==> config.mk <==
export PLATFORM = sky130hd
export DESIGN_NAME = difd_decoder
export DESIGN_NICKNAME = d
export VERILOG_FILES = /design/src/rtl/difd_pkg.sv /design/src/rtl/difd_decoder.sv
export SDC_FILE = /design/constraint.sdc
export NUM_CORES = 1
export LEC_CHECK = 0
export BUFFER_PORTS_ARGS = -buffer_cell sky130_fd_sc_hd__buf_4
export CAP_MARGIN = 20
export CORE_AREA = 2 2 259 261
export DETAILED_ROUTE_END_ITERATION = 8
export DIE_AREA = 0 0 261 263
export SLEW_MARGIN = 0
export SYNTH_ARGS = -nofsm -noshare
export SYNTH_HDL_FRONTEND = slang
export SYNTH_SLANG_ARGS = --single-unit
==> constraint.sdc <==
create_clock -name mclk_in -period 12.6 [get_ports mclk_in]
set_input_delay 3.78 -clock mclk_in [delete_from_list [all_inputs] [get_ports mclk_in]]
set_output_delay 3.78 -clock mclk_in [all_outputs]
set_load 0.03 [all_outputs]
==> src/rtl/difd_pkg.sv <==
package difd_pkg;
   // -----------------------------------------------------------------
   // timing
   // -----------------------------------------------------------------
   localparam int CLK_MHZ = 250;
   localparam int DEBOUNCE_NS = 1000;
   localparam int DEBOUNCE_CYC = (DEBOUNCE_NS * CLK_MHZ + 999) / 1000;
   localparam int DELAY_UNIT_MS = 100;
   localparam int DELAY_UNIT_CYC = DELAY_UNIT_MS * CLK_MHZ * 1000;
   localparam logic [15:0] DELAY_MIN = 16'h0001;
   localparam logic [15:0] DELAY_MAX = 16'h8ca0;
   localparam int BLINK_CYC = 62500000;
   localparam int GAIN_STEP_CYC = 250000;

   // -----------------------------------------------------------------
   // settings and selections
   // -----------------------------------------------------------------
   typedef enum logic [1:0] {
      DIFD_PR_DISABLE,
      DIFD_PR_ENABLE,
      DIFD_PR_TERMINAL
   } difd_pr_mode_t;

   localparam logic [1:0] RAMP_SET_1 = 2'h0;
   localparam logic [1:0] RAMP_SET_4 = 2'h3;
   localparam logic [2:0] RAMP_SHORTEST = 3'h4;
   localparam logic [15:0] SPEED_ZERO = 16'h0000;
   localparam logic [15:0] REG_ZERO = 16'h0000;
   localparam logic [15:0] TORQUE_MAX = 16'h7fff;
   localparam logic [15:0] GAIN_STEP = 16'h0001;

   // terminal bundle after conditioning
   typedef struct packed {
      logic fwd_run;
      logic rev_run;
      logic three_wire;
      logic ext_trip_ok;
      logic forward_block;
      logic reverse_block;
      logic process_regulator_inhibit;
      logic timer_in;
      logic ramp_lo;
      logic ramp_hi;
      logic ramp_bypass;
      logic speed_gain_set_select;
      logic speed_integral_select;
      logic flux_ref_select;
      logic premagnetize_request;
      logic torque_mode_select;
      logic max_torque;
      logic fault_reset;
   } difd_term_t;

   localparam int TERM_W = $bits(difd_term_t);
   // trip contact idles closed, every other terminal idles open
   localparam difd_term_t TERM_RESET = 18'h04000;
endpackage : difd_pkg

==> src/rtl/difd_decoder.sv <==
`timescale 1ns/1ps
module difd_decoder #(
   parameter int DEB_CYC = difd_pkg::DEBOUNCE_CYC,
   parameter int UNIT_CYC = difd_pkg::DELAY_UNIT_CYC,
   parameter int BLINK = difd_pkg::BLINK_CYC,
   parameter int GSTEP = difd_pkg::GAIN_STEP_CYC
) (
   input wire logic mclk_in,
   input wire logic rst_n_in,
   input wire difd_pkg::difd_term_t term_in,
   input wire logic signed [15:0] speed_cmd_in,
   input wire logic signed [15:0] regulator_in,
   input wire difd_pkg::difd_pr_mode_t process_regulator_enable_setting_in,
   input wire logic [15:0] timer_on_delay_in,
   input wire logic [15:0] timer_off_delay_in,
   input wire logic [15:0] gain1_in,
   input wire logic [15:0] gain2_in,
   input wire logic [15:0] gain_transition_time_in,
   input wire logic [15:0] torque_limit_setting_in,
   input wire logic keypad_torque_mode_in,
   input wire logic motor_stopped_in,
   input wire logic signed [15:0] flux_analog_in,
   input wire logic signed [15:0] flux_default_in,
   output logic fwd_run_out,
   output logic rev_run_out,
   output logic gate_enable_out,
   output logic ext_trip_fault_out,
   output logic stop_lamp_out,
   output logic signed [15:0] speed_cmd_out,
   output logic regulator_enable_out,
   output logic signed [15:0] regulator_out,
   output logic timer_out,
   output logic [2:0] ramp_set_out,
   output logic gain_set_out,
   output logic [15:0] speed_gain_out,
   output logic integral_enable_out,
   output logic signed [15:0] flux_ref_out,
   output logic magnetize_out,
   output logic torque_mode_out,
   output logic [15:0] torque_limit_out
);
   // -----------------------------------------------------------------
   // input conditioning
   // -----------------------------------------------------------------
   logic [difd_pkg::TERM_W-1:0] sync1, sync2, clean;
   logic [15:0] deb_cnt [difd_pkg::TERM_W];
   difd_pkg::difd_term_t t;
   assign t = difd_pkg::difd_term_t'(clean);

   // two-flop synchroniser; first stage feeds only the second
   always_ff @(posedge mclk_in or negedge rst_n_in) begin
      if (!rst_n_in) begin
         sync1 <= difd_pkg::TERM_RESET;
         sync2 <= difd_pkg::TERM_RESET;
      end else begin
         sync1 <= term_in;
         sync2 <= sync1;
      end
   end

   // per-terminal debounce: value taken after DEB_CYC stable cycles
   for (genvar i = 0; i < difd_pkg::TERM_W; i++) begin : g_deb
      always_ff @(posedge mclk_in or negedge rst_n_in) begin
         if (!rst_n_in) begin
            deb_cnt[i] <= 16'h0000;
            clean[i] <= difd_pkg::TERM_RESET[i];
         end else if (sync2[i] == clean[i]) begin
            deb_cnt[i] <= 16'h0000;
         end else if (deb_cnt[i] >= 16'(DEB_CYC - 1)) begin
            deb_cnt[i] <= 16'h0000;
            clean[i] <= sync2[i];
         end else begin
            deb_cnt[i] <= deb_cnt[i] + 16'h0001;
         end
      end
   end

   // -----------------------------------------------------------------
   // three-wire run latch and external trip
   // -----------------------------------------------------------------
   logic fwd_d, rev_d, trip, run_any;
   logic [31:0] blink_cnt;
   logic blink;
   wire fwd_rel = fwd_d && !t.fwd_run;
   wire rev_rel = rev_d && !t.rev_run;
   wire trip_now = !t.ext_trip_ok;
   wire trip_hit = trip_now || trip;
   // latch on falling edge of a pulse; three-wire off clears all
   wire next_fwd = t.three_wire && !trip_hit &&
                   (fwd_rel || (fwd_run_out && !rev_rel));
   wire next_rev = t.three_wire && !trip_hit &&
                   (rev_rel || (rev_run_out && !fwd_rel));
   assign run_any = fwd_run_out || rev_run_out;

   always_ff @(posedge mclk_in or negedge rst_n_in) begin
      if (!rst_n_in) begin
         fwd_d <= 1'b0;
         rev_d <= 1'b0;
         fwd_run_out <= 1'b0;
         rev_run_out <= 1'b0;
      end else begin
         fwd_d <= t.fwd_run;
         rev_d <= t.rev_run;
         fwd_run_out <= next_fwd;
         rev_run_out <= next_rev;
      end
   end

   // trip latches; reset terminal clears it only once the contact closes
   always_ff @(posedge mclk_in or negedge rst_n_in) begin
      if (!rst_n_in) begin
         trip <= 1'b0;
         blink_cnt <= 32'h00000000;
         blink <= 1'b0;
      end else begin
         trip <= trip_now || (trip && !t.fault_reset);
         if (blink_cnt >= 32'(BLINK - 1)) begin
            blink_cnt <= 32'h00000000;
            blink <= !blink;
         end else begin
            blink_cnt <= blink_cnt + 32'h00000001;
         end
      end
   end

   // gating drops on the same edge the trip is seen
   always_ff @(posedge mclk_in or negedge rst_n_in) begin
      if (!rst_n_in) begin
         gate_enable_out <= 1'b0;
         ext_trip_fault_out <= 1'b0;
         stop_lamp_out <= 1'b0;
      end else begin
         gate_enable_out <= !trip_hit;
         ext_trip_fault_out <= trip_hit;
         stop_lamp_out <= trip_hit ? blink : 1'b1;
      end
   end

   // -----------------------------------------------------------------
   // direction blocking and process regulator
   // -----------------------------------------------------------------
   wire cmd_pos = speed_cmd_in > 16'sh0000;
   wire cmd_neg = speed_cmd_in < 16'sh0000;
   wire cmd_zero = (t.forward_block && cmd_pos) ||
                   (t.reverse_block && cmd_neg);
   wire pr_mode_ok =
      (process_regulator_enable_setting_in == difd_pkg::DIFD_PR_ENABLE) ||
      ((process_regulator_enable_setting_in == difd_pkg::DIFD_PR_TERMINAL)
       && !t.process_regulator_inhibit);
   wire next_pr_en = pr_mode_ok && run_any;

   always_ff @(posedge mclk_in or negedge rst_n_in) begin
      if (!rst_n_in) begin
         speed_cmd_out <= difd_pkg::SPEED_ZERO;
         regulator_enable_out <= 1'b0;
         regulator_out <= difd_pkg::REG_ZERO;
      end else begin
         speed_cmd_out <= cmd_zero ? difd_pkg::SPEED_ZERO : speed_cmd_in;
         regulator_enable_out <= next_pr_en;
         regulator_out <= next_pr_en ? regulator_in : difd_pkg::REG_ZERO;
      end
   end

   // -----------------------------------------------------------------
   // on/off delay timer
   // -----------------------------------------------------------------
   function automatic logic [15:0] clamp_delay(input logic [15:0] d);
      clamp_delay = (d < difd_pkg::DELAY_MIN) ? difd_pkg::DELAY_MIN :
                    (d > difd_pkg::DELAY_MAX) ? difd_pkg::DELAY_MAX : d;
   endfunction : clamp_delay

   logic [31:0] unit_cnt;
   logic [15:0] units;
   wire [15:0] tgt = timer_out ? clamp_delay(timer_off_delay_in) :
                     clamp_delay(timer_on_delay_in);
   wire differs = t.timer_in != timer_out;
   wire unit_tick = unit_cnt >= 32'(UNIT_CYC - 1);
   wire elapsed = unit_tick && (units + 16'h0001 >= tgt);

   // any return to the output level restarts the delay
   always_ff @(posedge mclk_in or negedge rst_n_in) begin
      if (!rst_n_in) begin
         unit_cnt <= 32'h00000000;
         units <= 16'h0000;
         timer_out <= 1'b0;
      end else if (!differs || elapsed) begin
         unit_cnt <= 32'h00000000;
         units <= 16'h0000;
         timer_out <= differs ? t.timer_in : timer_out;
      end else if (unit_tick) begin
         unit_cnt <= 32'h00000000;
         units <= units + 16'h0001;
      end else begin
         unit_cnt <= unit_cnt + 32'h00000001;
      end
   end

   // -----------------------------------------------------------------
   // ramp set, gain set, mode and limits
   // -----------------------------------------------------------------
   wire [1:0] ramp_idx = {t.ramp_hi, t.ramp_lo};
   wire [2:0] next_ramp = t.ramp_bypass ? difd_pkg::RAMP_SHORTEST :
                          {1'b0, ramp_idx};
   wire [15:0] gain_tgt = t.speed_gain_set_select ? gain2_in : gain1_in;
   // 32 bits: the full-speed step count does not fit in 16
   logic [31:0] gstep_cnt;
   wire gain_tick = gstep_cnt >= 32'(GSTEP - 1);
   // zero transition time steps straight to the new gain
   wire [15:0] next_gain =
      (gain_transition_time_in == 16'h0000) ? gain_tgt :
      !gain_tick ? speed_gain_out :
      (speed_gain_out < gain_tgt) ? speed_gain_out + difd_pkg::GAIN_STEP :
      (speed_gain_out > gain_tgt) ? speed_gain_out - difd_pkg::GAIN_STEP :
      speed_gain_out;
   wire mode_req = t.torque_mode_select | keypad_torque_mode_in;

   always_ff @(posedge mclk_in or negedge rst_n_in) begin
      if (!rst_n_in) begin
         gstep_cnt <= 32'h00000000;
         speed_gain_out <= 16'h0000;
      end else begin
         gstep_cnt <= gain_tick ? 32'h00000000 : gstep_cnt + 32'h00000001;
         speed_gain_out <= next_gain;
      end
   end

   always_ff @(posedge mclk_in or negedge rst_n_in) begin
      if (!rst_n_in) begin
         ramp_set_out <= 3'h0;
         gain_set_out <= 1'b0;
         integral_enable_out <= 1'b0;
         flux_ref_out <= 16'sh0000;
         magnetize_out <= 1'b0;
         torque_mode_out <= 1'b0;
         torque_limit_out <= 16'h0000;
      end else begin
         ramp_set_out <= next_ramp;
         gain_set_out <= t.speed_gain_set_select;
         integral_enable_out <= t.speed_integral_select;
         flux_ref_out <= t.flux_ref_select ? flux_analog_in :
                         flux_default_in;
         magnetize_out <= t.premagnetize_request && !run_any;
         if (motor_stopped_in && !run_any) begin
            torque_mode_out <= mode_req;
         end
         torque_limit_out <= t.max_torque ? difd_pkg::TORQUE_MAX :
                             torque_limit_setting_in;
      end
   end
endmodule : difd_decoder

==> run_results.csv <==
group,metric,value,unit
run_status,status,"completed",
timing,rsz0062_at_grt,"false",
timing,worstMarginPinSlew,1.011,ns
pwr,ir_worst_vdd,0.00009508,V
layout,final_nets,2727,
critical_path,regToRegSetupSlack,7.43,ns
drt,wl_met3,2096,microns
critical_path,crit_required,13.10,ns
clock_tree,cts-root-buf,"clkbuf_16",
pwr,leakage,0.01320,uW
synth,netlist_area,0.02282,sq mm
clock_tree,worstSkewPairLatency,0.62,ns
floorplanning,start_util,34.77,%
layout,drive_gt1_share,18.43,%
critical_path,worst-path-max-fanout,16,
clock_tree,post_cts_buffers,0,
floorplanning,rows,94,
synth,synth_cell_types,65,
synth,ys.flop_type,"dfrtp_1",
synth,avgSynthCellArea,11.70,sq um
drt,route.vias.total,15140,
timing,slew_headroom,32.34,%
synth,synth_top_area_cell,"dfrtp_1",
placed_design,io_buffer_count,277,
hold_path,worstHoldStart,"sync1[6]$_DFF_PN0_",
layout,layout.cell_area.non_filler,0.02880,sq mm
hold_path,holdPathStages,0,
hold_path,worst_hold_path_type,"flop to flop",
timing,finClkSkew,0.02881,ns
synth,synthArstFlopShare,100.0,%
floorplanning,die_w,261,microns
critical_path,cp.arrival,7.84,ns
floorplanning,io_pins,278,
drt,vias_per_cell,4.513,
critical_path,worstReg2RegStart,"clean[6]$_DFFE_PN0P_",
placed_design,dpl_cell_area,0.02653,sq mm
placed_design,place.gp.congestion,0.8490,
global_routing,grt_usage,12.53,%
clock_tree,cts_inserted_buffers,60,
drt,drt_iter0_markers,757,
pwr,total_power,4786,uW
global_routing,first_global_vias,15690,
critical_path,rr_worst_depth,14,
timing,min_period_over_period,58.25,%
drt,routed_wl,42340,microns
drt,ant_nets,0,
layout,num-fill-cells,6071,
layout,diodes,0,
flow_run,max_cap_violations,0,
layout,final_cell_mix,"dfrtp_1, nor2_1, buf_4, conb_1, nand3_1",
drt,met1_length,18270,microns
layout,seqCellArea,0.01382,sq mm
critical_path,critPathCaptureType,"flop",
clock_tree,cts_sinks,552,
drt,top_layer_used,"met4",
timing,drv_slew,0,
synth,syn_inst,1951,
clock_tree,h-tree-depth,2,
clock_tree,cts_hold_buf,0,
critical_path,crit_path_start_kind,"primary input",
drt,routedWlPerCell,12.62,microns
drt,wl_met2,20810,microns
drt,drt_drc_violations_left,0,
layout,final_common_cell,"dfrtp_1",
synth,synth-seq-cells,552,
clock_tree,clock_path_buffers,3,
timing,setup_tns,0,ns
timing,max_freq,136.2,MHz
floorplanning,core_area,0.06563,sq mm
floorplanning,dieHeight,263,microns
clock_tree,path_clk_slew,0.05,ns
clock_tree,cts-resized-gates,0,
global_routing,gr-total-overflow,0,
synth,synth_area_leaders,"dfrtp_1, ha_1, nor2_1",
global_routing,antenna_found_initial,0,
timing,finalSetupViolations,0,
floorplanning,fp.dieArea,0.06864,sq mm
global_routing,grt_max_degree,187,
drt,drt_pre_antenna_iters,5,
layout,area.growth.synth_to_final,26.20,%
synth,yosysWarnings,0,
placed_design,dpl.hpwl,29120,microns
synth,synth_edf_count,0,
layout,multiInputGateArea,0.009209,sq mm
critical_path,path_class,"primary input to flop",
timing,finalCriticalPeriod,7.339,ns
synth,seq_area_frac_synth,60.55,%
global_routing,grt_pass1_wl,72880,microns
synth,yosys.area.top_type_share,60.20,%
clock_tree,cts_tree,"built",
timing,hold_viol,0,
pwr,power_density,166.2,mW/mm^2
hold_path,hold_path_end,"sync2[6]$_DFF_PN0_",
critical_path,r2r_end,"speed_gain_out[12]$_DFFE_PN0P_",
[per-layer routing]
metal,vias to the layer above,GRT usage (%)
li1,7470,-
met1,7325,15.59
met2,259,21.33
met3,82,2.667
met4,0,4.638
met5,-,0
[how the worst max path moves through the flow]
stage | from | endpoint | slack [ns] | cells after the start
CTS | gain1_in[13] | speed_gain_out[12]$_DFFE_PN0P_ | 5.38 | 16
global route | gain1_in[13] | speed_gain_out[12]$_DFFE_PN0P_ | 5.05 | 16
detailed placement | gain1_in[13] | speed_gain_out[15]$_DFFE_PN0P_ | 4.70 | 17
floorplan | gain1_in[13] | speed_gain_out[15]$_DFFE_PN0P_ | 5.30 | 17
finish | gain1_in[13] | speed_gain_out[12]$_DFFE_PN0P_ | 5.26 | 16
global placement | gain1_in[13] | speed_gain_out[12]$_DFFE_PN0P_ | 4.86 | 16
[worst max-delay path, stage by stage]
cell and delay [ns]:
buf_4 0.07, nor2b_1 0.16, a21oi_1 0.07, ha_1 0.35
nand4_1 0.11, or3_1 0.44, a211oi_1 0.18, and4b_1 0.24
inv_1 0.45, ha_1 0.39, a21o_1 0.22, a311oi_1 0.44
o32ai_1 0.23, o41ai_1 0.35, xnor2_1 0.10, a31o_2 0.25
[Yosys cell counts, types with 10 or more instances]
library cell and n:
dfrtp_1 549, nor2_1 306, nand3_1 118, xor2_1 105, ha_1 104, nand2_1 95
xnor2_1 92, inv_1 72, a21oi_1 55, nor4_1 54, and2_1 38, and3_1 38
mux2i_1 36, mux2_2 35, nand4_1 35, or2_2 19, clkbuf_1 16, o21ai_0 16
a32o_1 12, nor2b_1 11, a21o_1 10, nor3_1 10
[sequential cells by signal, summed over array words and instances (netlist names), 18 cells and up]
| signal | flops |
|---|---|
| blink_cnt | 32 |
| clean | 18 |
| deb_cnt | 288 |
| gstep_cnt | 32 |
| sync1 | 18 |
| sync2 | 18 |
| unit_cnt | 32 |
[stage by stage]
step                worst slack, ns  hold WS (ns)  std cells  util (%)
floorplan                     5.304        0.3312       2121         -
global placement              4.861        0.3364       3239     40.42
detailed placement            4.702        0.3347       3239     40.42
CTS                           5.383        0.3476       3353     43.84
global route                  5.055        0.3559       3354     43.88
finish                        5.261        0.3463       3354     43.88
[area by class of cell]
class,instances,share of cell area [%]
Inverter,72,0.9384
Tap cell,864,3.754
Sequential cell,552,47.98
Multi-Input combinational cell,1469,31.97
Clock inverter,36,1.964
Clock buffer,78,5.835
Timing Repair Buffer,283,7.559
[report_power, final]
| part | internal (uW) | switching [uW] | leakage [uW] |
|---|---|---|---|
| combinational | 423 | 502 | 0.00510 |
| clock | 1210 | 724 | 0.00111 |
| sequential | 1860 | 62.4 | 0.00699 |
[kinds of logic (layout without fill, tap and decap cells)]
kind of cell    Yosys count  in the layout  share of synthesized area, %
simple gates            761            761                         15.94
flops                   552            552                         60.55
xor+xnor                197            197                         7.561
compound gates          164            164                         4.929
fa+ha+maj               105            105                         5.790
buf+inv                 100            469                         1.913
mux                      71             71                         3.306
other cells               1            171                       0.01643
No activity file was read; power rests on OpenSTA's default activity.
